File: config.mk
export PLATFORM = sky130hd
export DESIGN_NAME = aas_top
export DESIGN_NICKNAME = d
export VERILOG_FILES = /design/src/hdl/aas_pkg.sv /design/src/hdl/aas_dp_if.sv /design/src/hdl/aas_top.sv /design/src/hdl/aas_datapath.sv
export SDC_FILE = /design/constraint.sdc
export NUM_CORES = 1
export LEC_CHECK = 0
export BUFFER_PORTS_ARGS = -buffer_cell sky130_fd_sc_hd__clkbuf_2
export CAP_MARGIN = 20
export CORE_MARGIN = 5
export CORE_UTILIZATION = 30
export DETAILED_ROUTE_END_ITERATION = 8
export PLACE_DENSITY = 0.49
export SLEW_MARGIN = 30
export SYNTH_ARGS = -nofsm -noshare
export SYNTH_HDL_FRONTEND = slang
export SYNTH_SLANG_ARGS = --single-unit
File: constraint.sdc
create_clock -name clk -period 11 [get_ports clk]
set_input_delay 1.1 -clock clk [delete_from_list [all_inputs] [get_ports clk]]
set_output_delay 1.1 -clock clk [all_outputs]
set_load 0.005 [all_outputs]
File: src/hdl/aas_pkg.sv
package aas_pkg;

    // ==========================================================
    // Widths
    localparam int OPD_W  = 36;
    localparam int ACC_W  = 72;
    localparam int HALF_W = 36;

    // ==========================================================
    // Reset values and fixed patterns
    localparam logic [ACC_W-1:0] ACC_RST  = 72'h00_0000_0000_0000_0000;
    localparam logic [OPD_W-1:0] OPD_RST  = 36'h0_0000_0000;
    localparam logic [HALF_W-1:0] HALF_ONES = 36'hF_FFFF_FFFF;
    localparam logic [HALF_W-1:0] HALF_ZERO = 36'h0_0000_0000;
    localparam logic [ACC_W-1:0] ACC_ONE  = 72'h00_0000_0000_0000_0001;

    // ==========================================================
    // Field positions
    localparam int OPD_SIGN_BIT = 35;

    // ==========================================================
    // Sequencer states
    typedef enum logic [4:0] {
        AAS_IDLE  = 5'b0_0001,
        AAS_XFER  = 5'b0_0010,
        AAS_PROBE = 5'b0_0100,
        AAS_FINAL = 5'b0_1000,
        AAS_SPARE = 5'b1_0000
    } aas_state_e;

    // Sequence kinds
    typedef enum logic [3:0] {
        AAS_M_ADD    = 4'b0001,
        AAS_M_SUB    = 4'b0010,
        AAS_M_SADD   = 4'b0100,
        AAS_M_SSUB   = 4'b1000
    } aas_mode_e;

endpackage

File: src/hdl/aas_dp_if.sv
`timescale 1ns/1ps
`default_nettype none

interface aas_dp_if;
    logic                        acc_load;
    logic [aas_pkg::ACC_W-1:0]   acc_load_data;
    logic                        opd_load;
    logic [aas_pkg::OPD_W-1:0]   opd_load_data;
    logic                        complement;
    logic                        xfer;
    logic                        upper_toggle;
    logic                        lower_probe;
    logic [aas_pkg::ACC_W-1:0]   acc;
    logic [aas_pkg::OPD_W-1:0]   opd;
    logic                        fast_carry;

    modport ctl (
        output acc_load,
        output acc_load_data,
        output opd_load,
        output opd_load_data,
        output complement,
        output xfer,
        output upper_toggle,
        output lower_probe,
        input  acc,
        input  opd,
        input  fast_carry
    );

    modport dp (
        input  acc_load,
        input  acc_load_data,
        input  opd_load,
        input  opd_load_data,
        input  complement,
        input  xfer,
        input  upper_toggle,
        input  lower_probe,
        output acc,
        output opd,
        output fast_carry
    );
endinterface

`default_nettype wire

File: src/hdl/aas_top.sv
// Summary of operation
// RL1 - Sequencer issues command and halts distributor
// RL2 - Steps advance only on gated clock pulses
// RL3 - Completion sends sequence done to clock
// RL4 - Set probe flop fires, then clears
// RL5 - Signed add: extended operand added, operand kept
// RL6 - Add: transfer, probe, final probe done
// RL7 - Transfer toggles lower stages where operand zero
// RL8 - Upper toggle flips every upper stage
// RL9 - Probes resolve borrows, completing the sum
// RL10 - Signed subtract leaves difference, complemented operand
// RL11 - Subtract sets deferred flag, complements operand
// RL12 - Deferred flag starts transfer, probe, final
// RL13 - Split add treats operand as positive
// RL14 - Split add always emits upper pulses
// RL15 - Split subtract flag, complement, lower-only chain
// RL16 - Split subtract never emits upper pulses
// RL17 - Split subtract leaves difference, complemented operand
// RL18 - Operand sign is its top bit
// RL19 - Extend flag withholds done, continues chain
`timescale 1ns/1ps
`default_nettype none

module aas_top (
    input  wire logic                      clk,
    input  wire logic                      rst_n,
    input  wire logic                      gated_clock_pulse,
    input  wire logic                      cmd_add,
    input  wire logic                      cmd_sub,
    input  wire logic                      cmd_split_add,
    input  wire logic                      cmd_split_sub,
    input  wire logic                      extend_seq,
    input  wire logic                      acc_load,
    input  wire logic [aas_pkg::ACC_W-1:0] acc_load_data,
    input  wire logic                      opd_load,
    input  wire logic [aas_pkg::OPD_W-1:0] opd_load_data,
    output logic                           sequence_done,
    output logic                           chain_extend,
    output logic                           complement_pulse,
    output logic                           xfer_pulse,
    output logic                           upper_toggle_pulse,
    output logic                           lower_carry_probe,
    output logic                           upper_carry_probe,
    output logic                           final_probe,
    output logic                           busy,
    output logic                           deferred_sum,
    output logic                           split_sub_flag,
    output logic                           fast_carry,
    output logic [aas_pkg::ACC_W-1:0]      acc_value,
    output logic [aas_pkg::OPD_W-1:0]      opd_value
);

    aas_pkg::aas_state_e state_r;
    aas_pkg::aas_state_e state_nxt;
    aas_pkg::aas_mode_e  mode_r;
    aas_pkg::aas_mode_e  mode_nxt;
    logic                defer_r;
    logic                defer_nxt;
    logic                ssub_r;
    logic                ssub_nxt;
    logic                upper_r;
    logic                upper_nxt;
    logic                any_cmd;
    logic                start_sub;
    logic                start_ssub;
    logic                upper_sel;
    logic                opd_pos;
    logic                idle;
    logic                load_ok;

    aas_dp_if dpi ();

    aas_datapath u_dp (
        .clk   (clk),
        .rst_n (rst_n),
        .dpi   (dpi)
    );

    // ==========================================================
    // Command decode
    assign idle       = (state_r == aas_pkg::AAS_IDLE);
    assign any_cmd    = cmd_add | cmd_sub | cmd_split_add | cmd_split_sub;
    // A load never lands while a sequence owns the registers
    assign load_ok    = idle & ~any_cmd;

    // Complement only for the command that wins the priority order
    always_comb
    begin
        start_sub  = 1'b0;
        start_ssub = 1'b0;
        if (idle & ~cmd_add)
        begin
            if (cmd_sub)
            begin
                start_sub = 1'b1; // RL11
            end
            else if (~cmd_split_add & cmd_split_sub)
            begin
                start_ssub = 1'b1; // RL15
            end
        end
    end

    // Positive when the top operand bit is zero
    assign opd_pos = ~dpi.opd[aas_pkg::OPD_SIGN_BIT]; // RL18

    // ==========================================================
    // Upper half participation per sequence kind
    // Read at the transfer, after any complement, so a subtract tests
    // the sign of the negated subtrahend
    always_comb
    begin
        case (mode_r)
            aas_pkg::AAS_M_ADD:
            begin
                upper_sel = opd_pos; // RL6
            end
            aas_pkg::AAS_M_SUB:
            begin
                upper_sel = opd_pos; // RL12
            end
            aas_pkg::AAS_M_SADD:
            begin
                upper_sel = 1'b1; // RL14
            end
            aas_pkg::AAS_M_SSUB:
            begin
                upper_sel = 1'b0; // RL16
            end
            default:
            begin
                upper_sel = 1'b0;
            end
        endcase
    end

    // ==========================================================
    // Sequencer next state
    always_comb
    begin
        state_nxt = state_r;
        mode_nxt  = mode_r;
        defer_nxt = defer_r;
        ssub_nxt  = ssub_r;
        upper_nxt = upper_r;
        case (state_r)
            aas_pkg::AAS_IDLE:
            begin
                // Only an idle sequencer listens; later commands are dropped
                // Command from the instruction sequencer arms step one
                if (any_cmd)
                begin
                    state_nxt = aas_pkg::AAS_XFER; // RL1
                    upper_nxt = 1'b0;
                    if (cmd_add)
                    begin
                        mode_nxt = aas_pkg::AAS_M_ADD; // RL5
                    end
                    else if (cmd_sub)
                    begin
                        mode_nxt  = aas_pkg::AAS_M_SUB;
                        defer_nxt = 1'b1; // RL11
                    end
                    else if (cmd_split_add)
                    begin
                        mode_nxt = aas_pkg::AAS_M_SADD; // RL13
                    end
                    else
                    begin
                        mode_nxt = aas_pkg::AAS_M_SSUB;
                        ssub_nxt = 1'b1; // RL15
                    end
                end
            end
            aas_pkg::AAS_XFER:
            begin
                if (gated_clock_pulse) // RL2
                begin
                    // Both launch flags are spent once the transfer fires
                    state_nxt = aas_pkg::AAS_PROBE; // RL4
                    defer_nxt = 1'b0; // RL12
                    ssub_nxt  = 1'b0; // RL15
                    upper_nxt = upper_sel;
                end
            end
            aas_pkg::AAS_PROBE:
            begin
                if (gated_clock_pulse) // RL2
                begin
                    // The whole borrow resolves here, upper strobe or not
                    state_nxt = aas_pkg::AAS_FINAL; // RL4
                end
            end
            aas_pkg::AAS_FINAL:
            begin
                if (gated_clock_pulse) // RL2
                begin
                    // An extended chain hands over through chain_extend
                    state_nxt = aas_pkg::AAS_IDLE; // RL4
                    upper_nxt = 1'b0;
                end
            end
            default:
            begin
                state_nxt = aas_pkg::AAS_IDLE;
                defer_nxt = 1'b0;
                ssub_nxt  = 1'b0;
                upper_nxt = 1'b0;
            end
        endcase
    end

    // ==========================================================
    // Sequencer registers
    always_ff @(posedge clk)
    begin
        if (!rst_n)
        begin
            state_r <= aas_pkg::AAS_IDLE;
            mode_r  <= aas_pkg::AAS_M_ADD;
            defer_r <= 1'b0;
            ssub_r  <= 1'b0;
            upper_r <= 1'b0;
        end
        else
        begin
            state_r <= state_nxt;
            mode_r  <= mode_nxt;
            defer_r <= defer_nxt;
            ssub_r  <= ssub_nxt;
            upper_r <= upper_nxt;
        end
    end

    // ==========================================================
    // Probe pulses
    // The armed step fires on the next gated pulse, and the same
    // pulse moves the state on, which disarms it
    always_comb
    begin
        xfer_pulse        = 1'b0;
        lower_carry_probe = 1'b0;
        final_probe       = 1'b0;
        case (state_r)
            aas_pkg::AAS_XFER:
            begin
                xfer_pulse = gated_clock_pulse; // RL4
            end
            aas_pkg::AAS_PROBE:
            begin
                lower_carry_probe = gated_clock_pulse; // RL4
            end
            aas_pkg::AAS_FINAL:
            begin
                final_probe = gated_clock_pulse; // RL4
            end
            default:
            begin
                xfer_pulse        = 1'b0;
                lower_carry_probe = 1'b0;
                final_probe       = 1'b0;
            end
        endcase
    end

    // ==========================================================
    // Pulses that ride on the command and the probe steps
    always_comb
    begin
        complement_pulse   = start_sub | start_ssub; // RL11
        upper_toggle_pulse = xfer_pulse & upper_sel; // RL8
        upper_carry_probe  = lower_carry_probe & upper_r; // RL9
        // Done is withheld while the chain is to be extended
        sequence_done      = final_probe & ~extend_seq; // RL3
        chain_extend       = final_probe & extend_seq; // RL19
    end

    // ==========================================================
    // Datapath steering
    // Steps reach the datapath as one-cycle strobes
    assign dpi.acc_load      = acc_load & load_ok;
    assign dpi.acc_load_data = acc_load_data;
    assign dpi.opd_load      = opd_load & load_ok;
    assign dpi.opd_load_data = opd_load_data;
    assign dpi.complement    = complement_pulse; // RL10
    assign dpi.xfer          = xfer_pulse; // RL7
    assign dpi.upper_toggle  = upper_toggle_pulse; // RL8
    assign dpi.lower_probe   = lower_carry_probe; // RL9

    // ==========================================================
    // Status
    // Busy is the halt request the clock system sees
    assign busy           = ~idle;
    assign deferred_sum   = defer_r;
    assign split_sub_flag = ssub_r;
    assign fast_carry     = dpi.fast_carry;
    assign acc_value      = dpi.acc; // RL17
    assign opd_value      = dpi.opd;

endmodule

`default_nettype wire

File: src/hdl/aas_datapath.sv
`timescale 1ns/1ps
`default_nettype none

module aas_datapath (
    input  wire logic clk,
    input  wire logic rst_n,
    aas_dp_if.dp      dpi
);

    logic [aas_pkg::ACC_W-1:0]  acc_r;
    logic [aas_pkg::ACC_W-1:0]  acc_nxt;
    logic [aas_pkg::OPD_W-1:0]  opd_r;
    logic [aas_pkg::OPD_W-1:0]  opd_nxt;
    logic [aas_pkg::ACC_W-1:0]  orig_r;
    logic [aas_pkg::ACC_W-1:0]  orig_nxt;
    logic [aas_pkg::ACC_W-1:0]  subt_r;
    logic [aas_pkg::ACC_W-1:0]  subt_nxt;
    logic                       fcar_r;
    logic                       fcar_nxt;
    logic [aas_pkg::ACC_W:0]    diff;
    logic [aas_pkg::HALF_W-1:0] up_term;

    // ==========================================================
    // Next values
    always_comb
    begin
        acc_nxt  = acc_r;
        opd_nxt  = opd_r;
        orig_nxt = orig_r;
        subt_nxt = subt_r;
        fcar_nxt = fcar_r;
        up_term  = dpi.upper_toggle ? aas_pkg::HALF_ONES
                                    : aas_pkg::HALF_ZERO;
        diff     = {1'b0, orig_r} - {1'b0, subt_r};
        if (dpi.acc_load)
        begin
            acc_nxt = dpi.acc_load_data;
        end
        if (dpi.opd_load)
        begin
            opd_nxt = dpi.opd_load_data;
        end
        if (dpi.complement)
        begin
            opd_nxt = ~opd_r; // RL11
        end
        if (dpi.xfer)
        begin
            // Partial sums: lower toggled where operand is zero
            orig_nxt = acc_r;
            subt_nxt = {up_term, ~opd_r};
            acc_nxt  = {acc_r[71:36] ^ up_term,
                        acc_r[35:0] ^ ~opd_r}; // RL7
        end
        if (dpi.lower_probe)
        begin
            // Borrow resolution with end-around borrow
            fcar_nxt = diff[aas_pkg::ACC_W]; // RL9
            acc_nxt  = diff[aas_pkg::ACC_W] ?
                       diff[aas_pkg::ACC_W-1:0] - aas_pkg::ACC_ONE :
                       diff[aas_pkg::ACC_W-1:0]; // RL9
        end
    end

    // ==========================================================
    // Registers
    always_ff @(posedge clk)
    begin
        if (!rst_n)
        begin
            acc_r  <= aas_pkg::ACC_RST;
            opd_r  <= aas_pkg::OPD_RST;
            orig_r <= aas_pkg::ACC_RST;
            subt_r <= aas_pkg::ACC_RST;
            fcar_r <= 1'b0;
        end
        else
        begin
            acc_r  <= acc_nxt;
            opd_r  <= opd_nxt;
            orig_r <= orig_nxt;
            subt_r <= subt_nxt;
            fcar_r <= fcar_nxt;
        end
    end

    assign dpi.acc        = acc_r;
    assign dpi.opd        = opd_r;
    assign dpi.fast_carry = fcar_r;

endmodule

`default_nettype wire

[Yosys cells after proc, flatten, opt, wreduce, memory -nomap -nowiden]
Index checks and enable logic that the tools add are counted.
Storage, ports and cells
  register bits: 265
  bits of input ports: 118
  output and inout port bits: 120
  logic and storage cells: 97
Cells by class
  add/subtract/negate cells: 2
  eq/ne operators: 15
  muxes and demuxes: 37
  bitwise operators: 24
  reductions and logical operators: 9
Operators by type and width (number)
  72-bit two-way mux: 4
  36-bit two-way mux: 3
  72-bit by 72-bit subtractor with 73-bit output: 1
  72-bit by 1-bit subtractor with 72-bit output, second input constant: 1
  36-bit bitwise XOR: 2
  36-bit inverter: 1
  5-bit two-way mux: 4
  5-bit one-hot mux with 4 select lines: 1
  1-bit two-way mux: 18
  2-bit != test, second input constant: 8
  4-bit two-way mux: 3
  1-bit bitwise AND: 9
  1-bit inverter: 8
  4-bit AND reduction: 2
  1-bit one-hot mux with 3 select lines: 2
  6-bit AND reduction: 1
  5-bit by 1-bit equality test with 1-bit output, second input constant: 1
  5-bit by 2-bit equality test with 1-bit output, second input constant: 1
  5-bit by 3-bit equality test with 1-bit output, second input constant: 1
  5-bit by 4-bit equality test with 1-bit output, second input constant: 1
  5-bit AND reduction: 1
  4-bit by 1-bit equality test with 1-bit output, second input constant: 1
  4-bit by 2-bit equality test with 1-bit output, second input constant: 1
  4-bit by 3-bit equality test with 1-bit output, second input constant: 1
  7 further kinds: 11

[Longest topological paths before layout]
Gate-level depths: netlist of run 1.
  depth after elaboration: 9
  depth in mapped cells: 18
  mapped depth without buffers: 15

[Modules after synthesis]
From an unflattened synthesis of run 1, not the netlist that was laid out.
Second synthesis, totals
  cells, all modules: 2309
  area total of the unflattened synthesis: 17598.1 µm²
Modules (own cells, without submodules)
  aas_datapath: times used 1, cells each 2225, area an instance 16916.2 µm², sequential area each 4364.2 µm²
  aas_top: times used 1, cells each 84, area an instance 681.9 µm², sequential area each 220.2 µm²

[Worst setup path after synthesis of run 1]
Ideal clock, no wire load.
  path kind: register -> register
  start: register u_dp.subt_r[70] in the netlist's numbering
  end: register u_dp.acc_r (netlist bit u_dp.dpi.acc[48])
  arrival time: 4.280 ns
  required time: 10.866 ns
  setup slack: 6.586 ns
  stages on the path, launching flop included: 16
  buffers on the path: 1
  cells stage by stage: dfxtp_1 -> inv_1 -> ha_1 -> a21oi_1 -> o21ai_1 -> a211oi_1 -> o21ai_0 -> a221o_1 -> o31a_1 -> nand4b_1 -> nor2_1 -> nand3_1 -> buf_2 -> nor4_1 -> xor2_1 -> a21oi_1
Between the ends
  longest elaborated chain between the ends: 3
RTL lines
  start, declared: line aas_datapath.sv:16  | logic [aas_pkg::ACC_W-1:0] subt_r;
  start signal, assigned: line aas_datapath.sv:74  | subt_r <= aas_pkg::ACC_RST;
  start signal, assigned: line aas_datapath.sv:82  | subt_r <= subt_nxt;
  72-bit by 72-bit subtractor with 73-bit output: line aas_datapath.sv:34  | diff = {1'b0, orig_r} - {1'b0, subt_r};
  72-bit two-way mux: line aas_datapath.sv:59  | acc_nxt = diff[aas_pkg::ACC_W] ?
  72-bit two-way mux: line aas_datapath.sv:55  | if (dpi.lower_probe)
  end signal, assigned: line aas_datapath.sv:71  | acc_r <= aas_pkg::ACC_RST;
  end signal, assigned: line aas_datapath.sv:79  | acc_r <= acc_nxt;
  end, declared: line aas_datapath.sv:10  | logic [aas_pkg::ACC_W-1:0] acc_r;
No other way between the ends.
A chain may end at the register's enable or synchronous reset.

[Final worst setup path of run 1]
  start: register u_dp.subt_r[70] in the netlist's numbering
  end: register u_dp.acc_r (netlist bit u_dp.dpi.acc[71])
Between the ends
  longest elaborated chain between the ends: 4
RTL lines
  72-bit by 72-bit subtractor with 73-bit output *: line aas_datapath.sv:34
  72-bit by 1-bit subtractor with 72-bit output: line aas_datapath.sv:60  | diff[aas_pkg::ACC_W-1:0] - aas_pkg::ACC_ONE :
  72-bit two-way mux *: line aas_datapath.sv:59
  72-bit two-way mux *: line aas_datapath.sv:55
Every way passes the cells marked *; elsewhere a longest branch is shown, timed or not.

==> out/metrics.yaml, run 1 <==
clk_latency_ns: 0.57
drt-total-wl_um: 71100
min_period_ns: 5.79
final.setup_skew_ns: 0.0186
worst_pin_slew_ns: 0.925
worstRegToRegCells: 15
initial_utilization_pct: 30.2
drt_drc_violations_left: 0
power.sequential.fraction_pct: 27.6
power_frac_comb_pct: 39.9
worstReg2RegStart: "u_dp.subt_r[70]"
ys_top_cells_by_count: "sky130_fd_sc_hd__nand2_1 (370), sky130_fd_sc_hd__a21oi_1 (305), sky130_fd_sc_hd__dfxtp_1 (229)"
synth_area_leaders: "sky130_fd_sc_hd__dfxtp_1 (27%), sky130_fd_sc_hd__a21oi_1 (9.0%), sky130_fd_sc_hd__nand2_1 (8.2%)"
timing.critical_path.to_type: "flip-flop"
signed_area_change_from_the_synthesized_netlist_to_the_final_layout_pct: 16.3
cts.path.max_buffers: 3
vias: 18300
die_w_um: 248
post_dp_cell_area_um2: 18700
design.portCount: 238
number_of_enable_type_register_cells_in_the_synthesized_netlist: 0
firstDrtPassIters: 5
switchingPower_uw: 1350
synth.net_count: 2537
power_density_nw_per_um2: 172
antenna_violations_before_repair: 0
vias_per_cell: 5.63
grt_use_total_pct: 22.2
cts_sinks: 229
r2r_end: "u_dp.dpi.acc[71]"
cts_tree: "built"
hold_path_end: "u_dp.orig_r[69]"
cp.arrival_ns: 6.24
whs_path_depth: 2
slew-limit-headroom_pct: 37.9
crit_path_max_fanout: 36
critPathBufInv: 2
numCtsBuffers: 28
fp.dieArea_um2: 61600
crit_path_top_delay_cell: "sky130_fd_sc_hd__nor2_1"
finalWeightedCongestion: 0.968
leakage_uw: 0.00822
crit_family: "simple AND/OR/NAND/NOR gates"
synth.yosys.seq_area_share_pct: 26.9
power.share.clock_pct: 32.5
ant_nets: 0
yosysUniqueCellTypes: 96
power.ir.vdd_worst_v: 0.000104
post-synth-top-area-cell: "sky130_fd_sc_hd__dfxtp_1"
timing.final.hold_violations: 0
die_h_um: 248
floorplan_core_area_um2: 56300
grt.busiest_layer: "met2"
finalWorstSetupSlack_ns: 5.21
setup.worst_path.start_class: "flip-flop"
intPower_uw: 2050
maximum_number_of_pins_on_one_net_before_global_route_repair: 86
postSynthAreaPerCell_um2: 7.26
cp_data_required_time_ns: 11.44
final-max-slew-violation-count: 0
async_flop_share_pct: 0
crit_path_cell_trace: "inv_1 > buf_4 > ha_1 > a21oi_1 > o21ai_1 > a211oi_1 > o21ai_0 > a221o_1 > o31a_1 > nor2_1 > and3b_1 > nand3_2 > nor3_1 > and4_1 > nor3_1"
cts_root_buffer: "sky130_fd_sc_hd__clkbuf_16"
synth_area_um2: 17000
final_nets: 2670
max_clk_rate_mhz: 173
via_count_of_the_first_global_routing_pass: 17700
dominantRegCellSynth: "sky130_fd_sc_hd__dfxtp_1"
grt_pass1_wl_um: 108000
number_of_violations_of_the_max_capacitance_limit: 0
synthCells: 2345
worst_setup_hold_path_clk_slew_ns: 0.06
outcome: "finished, final reports clean"
cts_repair_resize_count: 0
reg2reg_setup_slack_ns: 5.21
dpl_worst_slack_ns: 5.29
min_period_over_period_pct: 52.7
hold_buffers_post_cts: 0
wire_per_inst_um: 21.9
max_stage_delay_ns: 0.65
crit_type: "flip-flop to flip-flop"
timing.hold.worst.class: "flip-flop to flip-flop"
switching_share_pct: 39.7
tns_ns: 0
dr.first_iter.drc_count: 1212
setup_viol_count_final: 0
groute.layer.met3.usage_pct: 2.02
hold_path_startpoint: "u_dp.orig_r[69]"
n_antenna_cell: 0
grt_use_met2_pct: 38.6
yosys_register_bits: 229
synth_largest_type_area_fraction_pct: 26.9
yosysWarnings: 0
dp.final_hpwl_um: 55600
grt_use_met1_pct: 29.5
grt.overflow.total: 0
crit_path_frequent_cell: "sky130_fd_sc_hd__nor3_1"
final_cell_area_um2: 19800
rows: 87
cts.repair_timing.setup_buffer_count: 0
rsz0062_at_grt: "no"
port_buffers: 237
h_tree_levels: 1
post-synth-top-count-cell: "sky130_fd_sc_hd__nand2_1"
final_layout_size_suffix_gt1_share_pct: 15.2
-- area by class of cell --
type | count | area, µm²
clock buffer | 31 | 753
sequential | 229 | 4580
multi-input combinational | 1891 | 11600
clock inverter | 20 | 350
inverter | 70 | 270
fill | 6050 | 36500
timing repair buffer | 258 | 1350
tap | 756 | 946
-- worst reg2reg max path, cell delays in order, from the launching register on --
cell and delay [ns]:
sky130_fd_sc_hd__dfxtp_1 0.31, sky130_fd_sc_hd__inv_1 0.05, sky130_fd_sc_hd__buf_4 0.38, sky130_fd_sc_hd__ha_1 0.46
sky130_fd_sc_hd__a21oi_1 0.36, sky130_fd_sc_hd__o21ai_1 0.17, sky130_fd_sc_hd__a211oi_1 0.35, sky130_fd_sc_hd__o21ai_0 0.27
sky130_fd_sc_hd__a221o_1 0.51, sky130_fd_sc_hd__o31a_1 0.43, sky130_fd_sc_hd__nor2_1 0.66, sky130_fd_sc_hd__and3b_1 0.45
sky130_fd_sc_hd__nand3_2 0.46, sky130_fd_sc_hd__nor3_1 0.52, sky130_fd_sc_hd__and4_1 0.27, sky130_fd_sc_hd__nor3_1 0.05
-- layout by cell type, fill, tap and decap left out, drive strengths merged, types with 14 or more instances in the layout --
cell / Yosys / routed
nand2: 370 / 370
a21oi: 315 / 315
clkbuf: 111 / 268
dfxtp: 229 / 229
nor2: 172 / 172
o21ai: 153 / 153
a211oi: 135 / 135
ha: 73 / 73
inv: 70 / 73
nor3: 68 / 68
xor2: 53 / 53
xnor2: 53 / 53
o211ai: 49 / 49
nand4: 47 / 47
a21o: 33 / 33
nand3: 28 / 28
nor4: 28 / 28
or3: 24 / 24
o21a: 22 / 22
buf: 44 / 21
a221oi: 20 / 20
or2: 18 / 18
and3: 14 / 14
-- power groups by stage --
stage	clock network (µW)	registers [µW]	logic, µW
floorplan	0	931	900
global placement	0	958	1340
detailed placement	0	960	1340
CTS	1130	941	1350
global route	1160	947	1470
finish	1110	941	1360
-- worst max path at each step --
stage | cells after the start | slack, ns | end | from
after detailed placement | 15 | 5.29 | u_dp.dpi.acc[71] | u_dp.subt_r[70]
after CTS | 15 | 5.29 | u_dp.dpi.acc[52] | u_dp.subt_r[70]
after global placement | 15 | 5.35 | u_dp.dpi.acc[71] | u_dp.subt_r[70]
final | 15 | 5.21 | u_dp.dpi.acc[71] | u_dp.subt_r[70]
after floorplan | 15 | 6.59 | u_dp.dpi.acc[48] | u_dp.subt_r[70]
after global routing | 15 | 4.83 | u_dp.dpi.acc[50] | u_dp.subt_r[70]
-- kinds of logic (layout without fill, tap and decap cells) --
kind of cell / count (synthesis) / count (layout) / synth area share [%]
DFF: 229 / 229 / 26.9
muxes: 7 / 7 / 0.419
buffers and inverters: 225 / 379 / 5.34
xor gates and xnor gates: 106 / 106 / 5.45
AOI/OAI and AO/OA: 868 / 868 / 33.0
and+or+nand+nor: 836 / 836 / 23.4
adders and majority gates: 74 / 74 / 5.48
-- per-stage QoR --
stage | utilization [%] | power [µW] | hold WS [ns] | std cells
floorplan | - | 1830 | 0.436 | 2345
global placement | 33.2 | 2300 | 0.448 | 3204
detailed placement | 33.2 | 2300 | 0.454 | 3204
CTS | 35.2 | 3420 | 0.463 | 3255
global route | 35.2 | 3580 | 0.478 | 3255
finish | 35.2 | 3410 | 0.460 | 3255
-- registers in the layout, indices dropped and copies added (netlist names), 4 cells and up --
| signal | flops |
|---|---|
| u_dp.dpi.acc | 72 |
| u_dp.orig_r | 72 |
| u_dp.subt_r | 37 |
| u_dp.dpi.opd | 36 |
| mode_r | 4 |
| state_r | 4 |
-- per-layer routing --
layer / routed length (µm) / vias up
li1: - / 8901
met1: 31600 / 8765
met2: 34000 / 548
met3: 3140 / 117
met4: 2360 / 0
met5: 0 / -
Power figures use the tool's default switching activity.
==> run 2: changes to the inputs <==
Settings changed: ABC_AREA set to 1.
Clock period 11 ns to 5.6 ns, I/O delays scaled along.
==> run 2 against run 1 <==
- hold slack got worse by 0.20 ns
- sequential share of layout area fell by 3.5 points
- design area rose by 18%
- power rose to 3.4 times the previous value
- global-route usage rose by 1.8 points
- non-clock buffer count fell by 4
- highest routed layer is now met5
- die area rose by 19%
- maximum frequency rose by 43%
- largest cell class unchanged
- utilization fell by 0.44 points
- worst setup slack got worse by 3.7 ns
- final cell count rose by 45%
- first-iteration DRC count rose by 93%
==> out/metrics.yaml, run 2 <==
postSynthAreaPerCell_um2: 5.59
setup.worst_path.start_class: "flip-flop"
cp.arrival_ns: 4.49
yosysWarnings: 0
worst_pin_slew_ns: 0.899
cts.path.max_buffers: 3
crit_path_top_delay_cell: "sky130_fd_sc_hd__buf_4"
cp_data_required_time_ns: 6.04
yosys_register_bits: 229
slew-limit-headroom_pct: 40.1
synth_area_leaders: "sky130_fd_sc_hd__dfxtp_1 (22%), sky130_fd_sc_hd__nand2_1 (20%), sky130_fd_sc_hd__inv_1 (10%)"
post-synth-top-area-cell: "sky130_fd_sc_hd__dfxtp_1"
fillers: 7747
timing.hold.worst.class: "input pin to flip-flop"
synth_largest_type_area_fraction_pct: 22.5
antenna_violations_before_repair: 1
drt-total-wl_um: 93100
via_count_of_the_first_global_routing_pass: 21800
floorplan_core_area_um2: 67300
crit_type: "flip-flop to flip-flop"
die_h_um: 271
commonest_non_fill_non_tap_cells_in_the_layout: "sky130_fd_sc_hd__nand2_1 (1111), sky130_fd_sc_hd__inv_1 (546), sky130_fd_sc_hd__nor2_1 (343)"
number_of_violations_of_the_max_capacitance_limit: 0
final_layout_size_suffix_gt1_share_pct: 12.2
die_w_um: 271
leakage_uw: 0.0121
synth.yosys.seq_area_share_pct: 22.5
cts_sinks: 229
crit_family: "simple AND/OR/NAND/NOR gates"
signed_area_change_from_the_synthesized_netlist_to_the_final_layout_pct: 14.5
max_stage_delay_ns: 0.41
grt_pass1_wl_um: 136000
numCtsBuffers: 26
fp.dieArea_um2: 73400
firstDrtPassIters: 6
grt.overflow.total: 0
ys_top_cells_by_count: "sky130_fd_sc_hd__nand2_1 (1113), sky130_fd_sc_hd__inv_1 (547), sky130_fd_sc_hd__nor2_1 (346)"
power.ir.vdd_worst_v: 0.000224
vias: 24000
min_period_ns: 4.05
initial_utilization_pct: 30.3
vias_per_cell: 5.09
number_of_enable_type_register_cells_in_the_synthesized_netlist: 0
final.setup_skew_ns: 0.0201
async_flop_share_pct: 0
dr.first_iter.drc_count: 2343
wire_per_inst_um: 19.7
cts_repair_resize_count: 0
timing.final.hold_violations: 0
design.portCount: 238
grt_use_total_pct: 24.0
max_clk_rate_mhz: 247
synth_area_um2: 20400
dominantRegCellSynth: "sky130_fd_sc_hd__dfxtp_1"
tns_ns: 0
h_tree_levels: 1
finalWeightedCongestion: 1.01
most_frequent_standard_cell_in_the_layout_excluding_fill_and_tap_cells: "sky130_fd_sc_hd__nand2_1"
critPathBufInv: 5
dp.final_hpwl_um: 76400
rows: 95
synth.net_count: 3842
cts_tree: "built"
timing.critical_path.to_type: "flip-flop"
crit_path_cell_trace: "inv_1 > buf_4 > ha_1 > nand2_1 > nor2_1 > nand2_1 > inv_1 > nand2_1 > nand2_1 > inv_1 > nand2_1 > nand2_1 > nand2_1 > nor2_2 > buf_4 > nand4_1 > nor2_2 > nand2_1 > nor2_1 > nand2_1 > a31oi_1 > nor2_1"
post-synth-top-count-cell: "sky130_fd_sc_hd__nand2_1"
min_period_over_period_pct: 72.2
final_nets: 4011
maximum_number_of_pins_on_one_net_before_global_route_repair: 184
rsz0062_at_grt: "no"
crit_path_max_fanout: 36
clk_latency_ns: 0.56
worst_setup_hold_path_clk_slew_ns: 0.06
setup_viol_count_final: 0
postLayoutCoreUtil_pct: 34.8
outcome: "finished, final reports clean"
synthCells: 3650
cts_root_buffer: "sky130_fd_sc_hd__clkbuf_16"
power_density_nw_per_um2: 492
final-max-slew-violation-count: 0
crit_path_frequent_cell: "sky130_fd_sc_hd__nand2_1"
ant_nets: 0
cts.repair_timing.setup_buffer_count: 0
drt_drc_violations_left: 0
port_buffers: 237
yosysUniqueCellTypes: 44
hold_buffers_post_cts: 0
## run 2: worst min-delay path: cells and delay by family
kind            cells  cell delay, ns
compound gates      1            0.07
buf+inv             1            0.08
simple gates        1            0.05
## run 2: worst paths after layout
check / startpoint / end / slack, ns / depth (start not counted)
worst max-delay path: u_dp.subt_r[70] / u_dp.dpi.acc[55] / 1.55 / 22
worst min register to register: upper_r / upper_r / 0.46 / 2
worst max register to register: u_dp.subt_r[70] / u_dp.dpi.acc[55] / 1.55 / 22
worst min-delay path: opd_load_data[32] / u_dp.dpi.opd[32] / 0.26 / 3
## run 2: layer usage
layer	wire, µm	part of all wire [%]	track usage [%]	up-vias
li1	-	-	-	12000
met3	7550	8.1	4.67	130
met1	43600	47	34.7	11000
met4	3060	3.3	7.10	2
met5	13	0.014	0	-
met2	38900	42	35.9	890
## run 2: power breakdown
part	leakage, µW	internal [µW]	switching [µW]
Combinational	0.00982	1880	5750
Clock	0.000464	1150	758
Sequential	0.00186	1770	192
Total	0.0121	4800	6700
## run 2: cell type report
| type | count | area [µm²] | share of cell area [%] |
|---|---|---|---|
| Clock buffer | 31 | 721 | 3.08 |
| Clock inverter | 17 | 231 | 0.990 |
| Inverter | 578 | 2170 | 9.29 |
| Tap cell | 873 | 1090 | 4.67 |
| Multi-Input combinational cell | 2730 | 13200 | 56.7 |
| Sequential cell | 229 | 4580 | 19.6 |
| Antenna cell | 1 | 2.50 | 0.0107 |
| Timing Repair Buffer | 254 | 1330 | 5.68 |
## run 2: logic make-up after synthesis
group	share of synthesized area, %
buf+inv	12.8
flops	22.5
xor+xnor	2.06
fa+ha+maj	4.57
compound gates	18.3
simple gates	39.8
## run 2: stage by stage
step / setup slack, ns / std cells / total power, µW / hold slack [ns] / cell area (µm²)
2_1_floorplan: 2.37 / 3650 / 6780 / 0.430 / 20400
3_3_place_gp: 1.69 / 4664 / 9420 / 0.448 / 22400
3_5_place_dp: 1.59 / 4664 / 9380 / 0.441 / 22400
4_1_cts: 1.58 / 4712 / 11300 / 0.237 / 23400
5_1_grt: 1.14 / 4712 / 12300 / 0.252 / 23400
6_report: 1.55 / 4713 / 11500 / 0.260 / 23400
==> run 3: changes to the inputs <==
Settings changed: PLACE_DENSITY 0.49 to 0.5.
Clock period 5.6 ns to 3.5 ns, I/O delays scaled along.
==> run 3 against run 2 <==
- combinational power grew 97%
- register-to-register slack got worse by 1.5 ns
- sequential share of layout area down 2.3 points
- worst setup slack worse by 1.5 ns
- count of clock-buffer cells in the layout grew 12
- clock power up 59%
==> out/metrics.yaml, run 3 (same netlist as run 2, synthesis figures left out) <==
fp.dieArea_um2: 73400
tns_ns: 0
ant_nets: 0
postLayoutCoreUtil_pct: 39.5
n_antenna_cell: 0
crit_type: "flip-flop to flip-flop"
totalPowerFinal_uw: 21200
worst_setup_hold_path_clk_slew_ns: 0.06
power.share.clock_pct: 14.3
final-max-slew-violation-count: 0
cts_tree: "built"
layoutNonFillerInstCount: 4941
post_dp_cell_area_um2: 24100
most_frequent_standard_cell_in_the_layout_excluding_fill_and_tap_cells: "sky130_fd_sc_hd__nand2_1"
timing.critical_path.to_type: "flip-flop"
worst_pin_slew_ns: 0.779
dr.first_iter.drc_count: 2426
cts_sinks: 229
intPower_uw: 9610
slew-limit-headroom_pct: 48.0
cp_data_required_time_ns: 3.95
power.sequential.fraction_pct: 14.8
number_of_violations_of_the_max_capacitance_limit: 0
rsz0062_at_grt: "yes"
max_clk_rate_mhz: 294
final_cell_area_um2: 26600
wire_per_inst_um: 18.8
signed_area_change_from_the_synthesized_netlist_to_the_final_layout_pct: 30.1
switching_share_pct: 54.7
timing.final.hold_violations: 0
initial_utilization_pct: 30.3
die_h_um: 271
timing.hold.worst.class: "input pin to flip-flop"
power_density_nw_per_um2: 799
cts_root_buffer: "sky130_fd_sc_hd__clkbuf_16"
setup_viol_count_final: 0
drt-total-wl_um: 92900
cp.arrival_ns: 3.86
finalWeightedCongestion: 0.996
outcome: "finished, final reports clean"
numCtsBuffers: 27
setup.worst_path.start_class: "flip-flop"
port_buffers: 237
final_layout_size_suffix_gt1_share_pct: 24.7
rows: 95
grt_pass1_wl_um: 137000
design.portCount: 238
crit_path_max_fanout: 22
drt_drc_violations_left: 0
grt_use_total_pct: 23.7
place_inst: 4871
leakage_uw: 0.0134
power_frac_comb_pct: 70.9
die_w_um: 271
cts.path.max_buffers: 3
power.ir.vdd_worst_v: 0.000416
min_period_ns: 3.40
h_tree_levels: 1
firstDrtPassIters: 5
min_period_over_period_pct: 97.2
via_count_of_the_first_global_routing_pass: 22600
final_nets: 4239
antenna_violations_before_repair: 1
maximum_number_of_pins_on_one_net_before_global_route_repair: 183
vias: 24900
floorplan_core_area_um2: 67300
vias_per_cell: 5.03
dp.final_hpwl_um: 76100
grt.overflow.total: 0
switchingPower_uw: 11600
final.setup_skew_ns: 0.0233
commonest_non_fill_non_tap_cells_in_the_layout: "sky130_fd_sc_hd__nand2_1 (1015), sky130_fd_sc_hd__inv_1 (539), sky130_fd_sc_hd__o21ai_0 (311)"
clk_latency_ns: 0.57
-- run 3: cell count changes in the layout (fill, tap and decap cells not counted), sizes merged --
cell and change:
diode -1, buf +227, inv +3, clkbuf +12, bufinv -3, clkinv -8
clkinvlp -2
-- run 3: layout make-up --
type / instances / area (µm²)
Clock buffer: 43 / 866
Clock inverter: 7 / 98.8
Fill cell: 7530 / 40700
Inverter: 578 / 2170
Multi-Input combinational cell: 2730 / 14600
Sequential cell: 229 / 4590
Tap cell: 873 / 1090
Timing Repair Buffer: 481 / 3140
-- run 3: what timing repair did --
action,CTS,global route
gates cloned,0,1
resized for setup,35,351
pin swaps,7,65
hold buffers,0,0
endpoints found under the setup margin,42,57
setup buffers,4,15
-- run 3: through the flow --
step | hold WS [ns] | setup WS (ns)
final | 0.0252 | 0.0979
after global routing | 0.0293 | -0.0811
after CTS | 0.00987 | 0.00363
after detailed placement | 0.449 | -0.262
after global placement | 0.443 | -0.260
after floorplan | 0.430 | 0.269
-- run 3: final timing paths --
path,start,endpoint,slack (ns),cells after the start
worst max-delay path,u_dp.subt_r[70],u_dp.dpi.acc[46],0.1,19
worst min-delay path,opd_load_data[31],u_dp.dpi.opd[31],0.03,3
worst max register to register,u_dp.subt_r[70],u_dp.dpi.acc[46],0.1,19
worst min register to register,split_sub_flag,split_sub_flag,0.46,2
-- run 3: power groups by stage --
stage | Sequential (µW) | Clock (µW) | Combinational (µW)
CTS | 3130 | 3090 | 13500
global route | 3170 | 3190 | 16200
global placement | 3190 | 0 | 13300
finish | 3150 | 3030 | 15000
floorplan | 3080 | 0 | 7780
detailed placement | 3190 | 0 | 13300
-- run 3: layer usage --
| layer | vias up | global-route usage (%) | part of all wire, % |
|---|---|---|---|
| met3 | 102 | 2.74 | 7.1 |
| met4 | 4 | 4.77 | 2.3 |
| met5 | - | 0 | 0.028 |
| met2 | 819 | 36.5 | 43 |
| li1 | 12500 | - | - |
| met1 | 11500 | 35.7 | 48 |
-- run 3: critical path, cell delays in order (launching register included) --
cell and delay, ns:
sky130_fd_sc_hd__dfxtp_1 0.34, sky130_fd_sc_hd__inv_2 0.07, sky130_fd_sc_hd__buf_12 0.16, sky130_fd_sc_hd__ha_1 0.34, sky130_fd_sc_hd__a21o_1 0.21, sky130_fd_sc_hd__nand3_1 0.07
sky130_fd_sc_hd__nand2_1 0.13, sky130_fd_sc_hd__a21oi_2 0.13, sky130_fd_sc_hd__nand2_1 0.12, sky130_fd_sc_hd__a21oi_2 0.18, sky130_fd_sc_hd__nand2_1 0.12, sky130_fd_sc_hd__nor2_4 0.28
sky130_fd_sc_hd__inv_1 0.17, sky130_fd_sc_hd__buf_12 0.17, sky130_fd_sc_hd__nor2_4 0.16, sky130_fd_sc_hd__nand2_2 0.11, sky130_fd_sc_hd__nor2_4 0.17, sky130_fd_sc_hd__nand2_1 0.08
sky130_fd_sc_hd__nand3_1 0.19, sky130_fd_sc_hd__a21oi_1 0.09
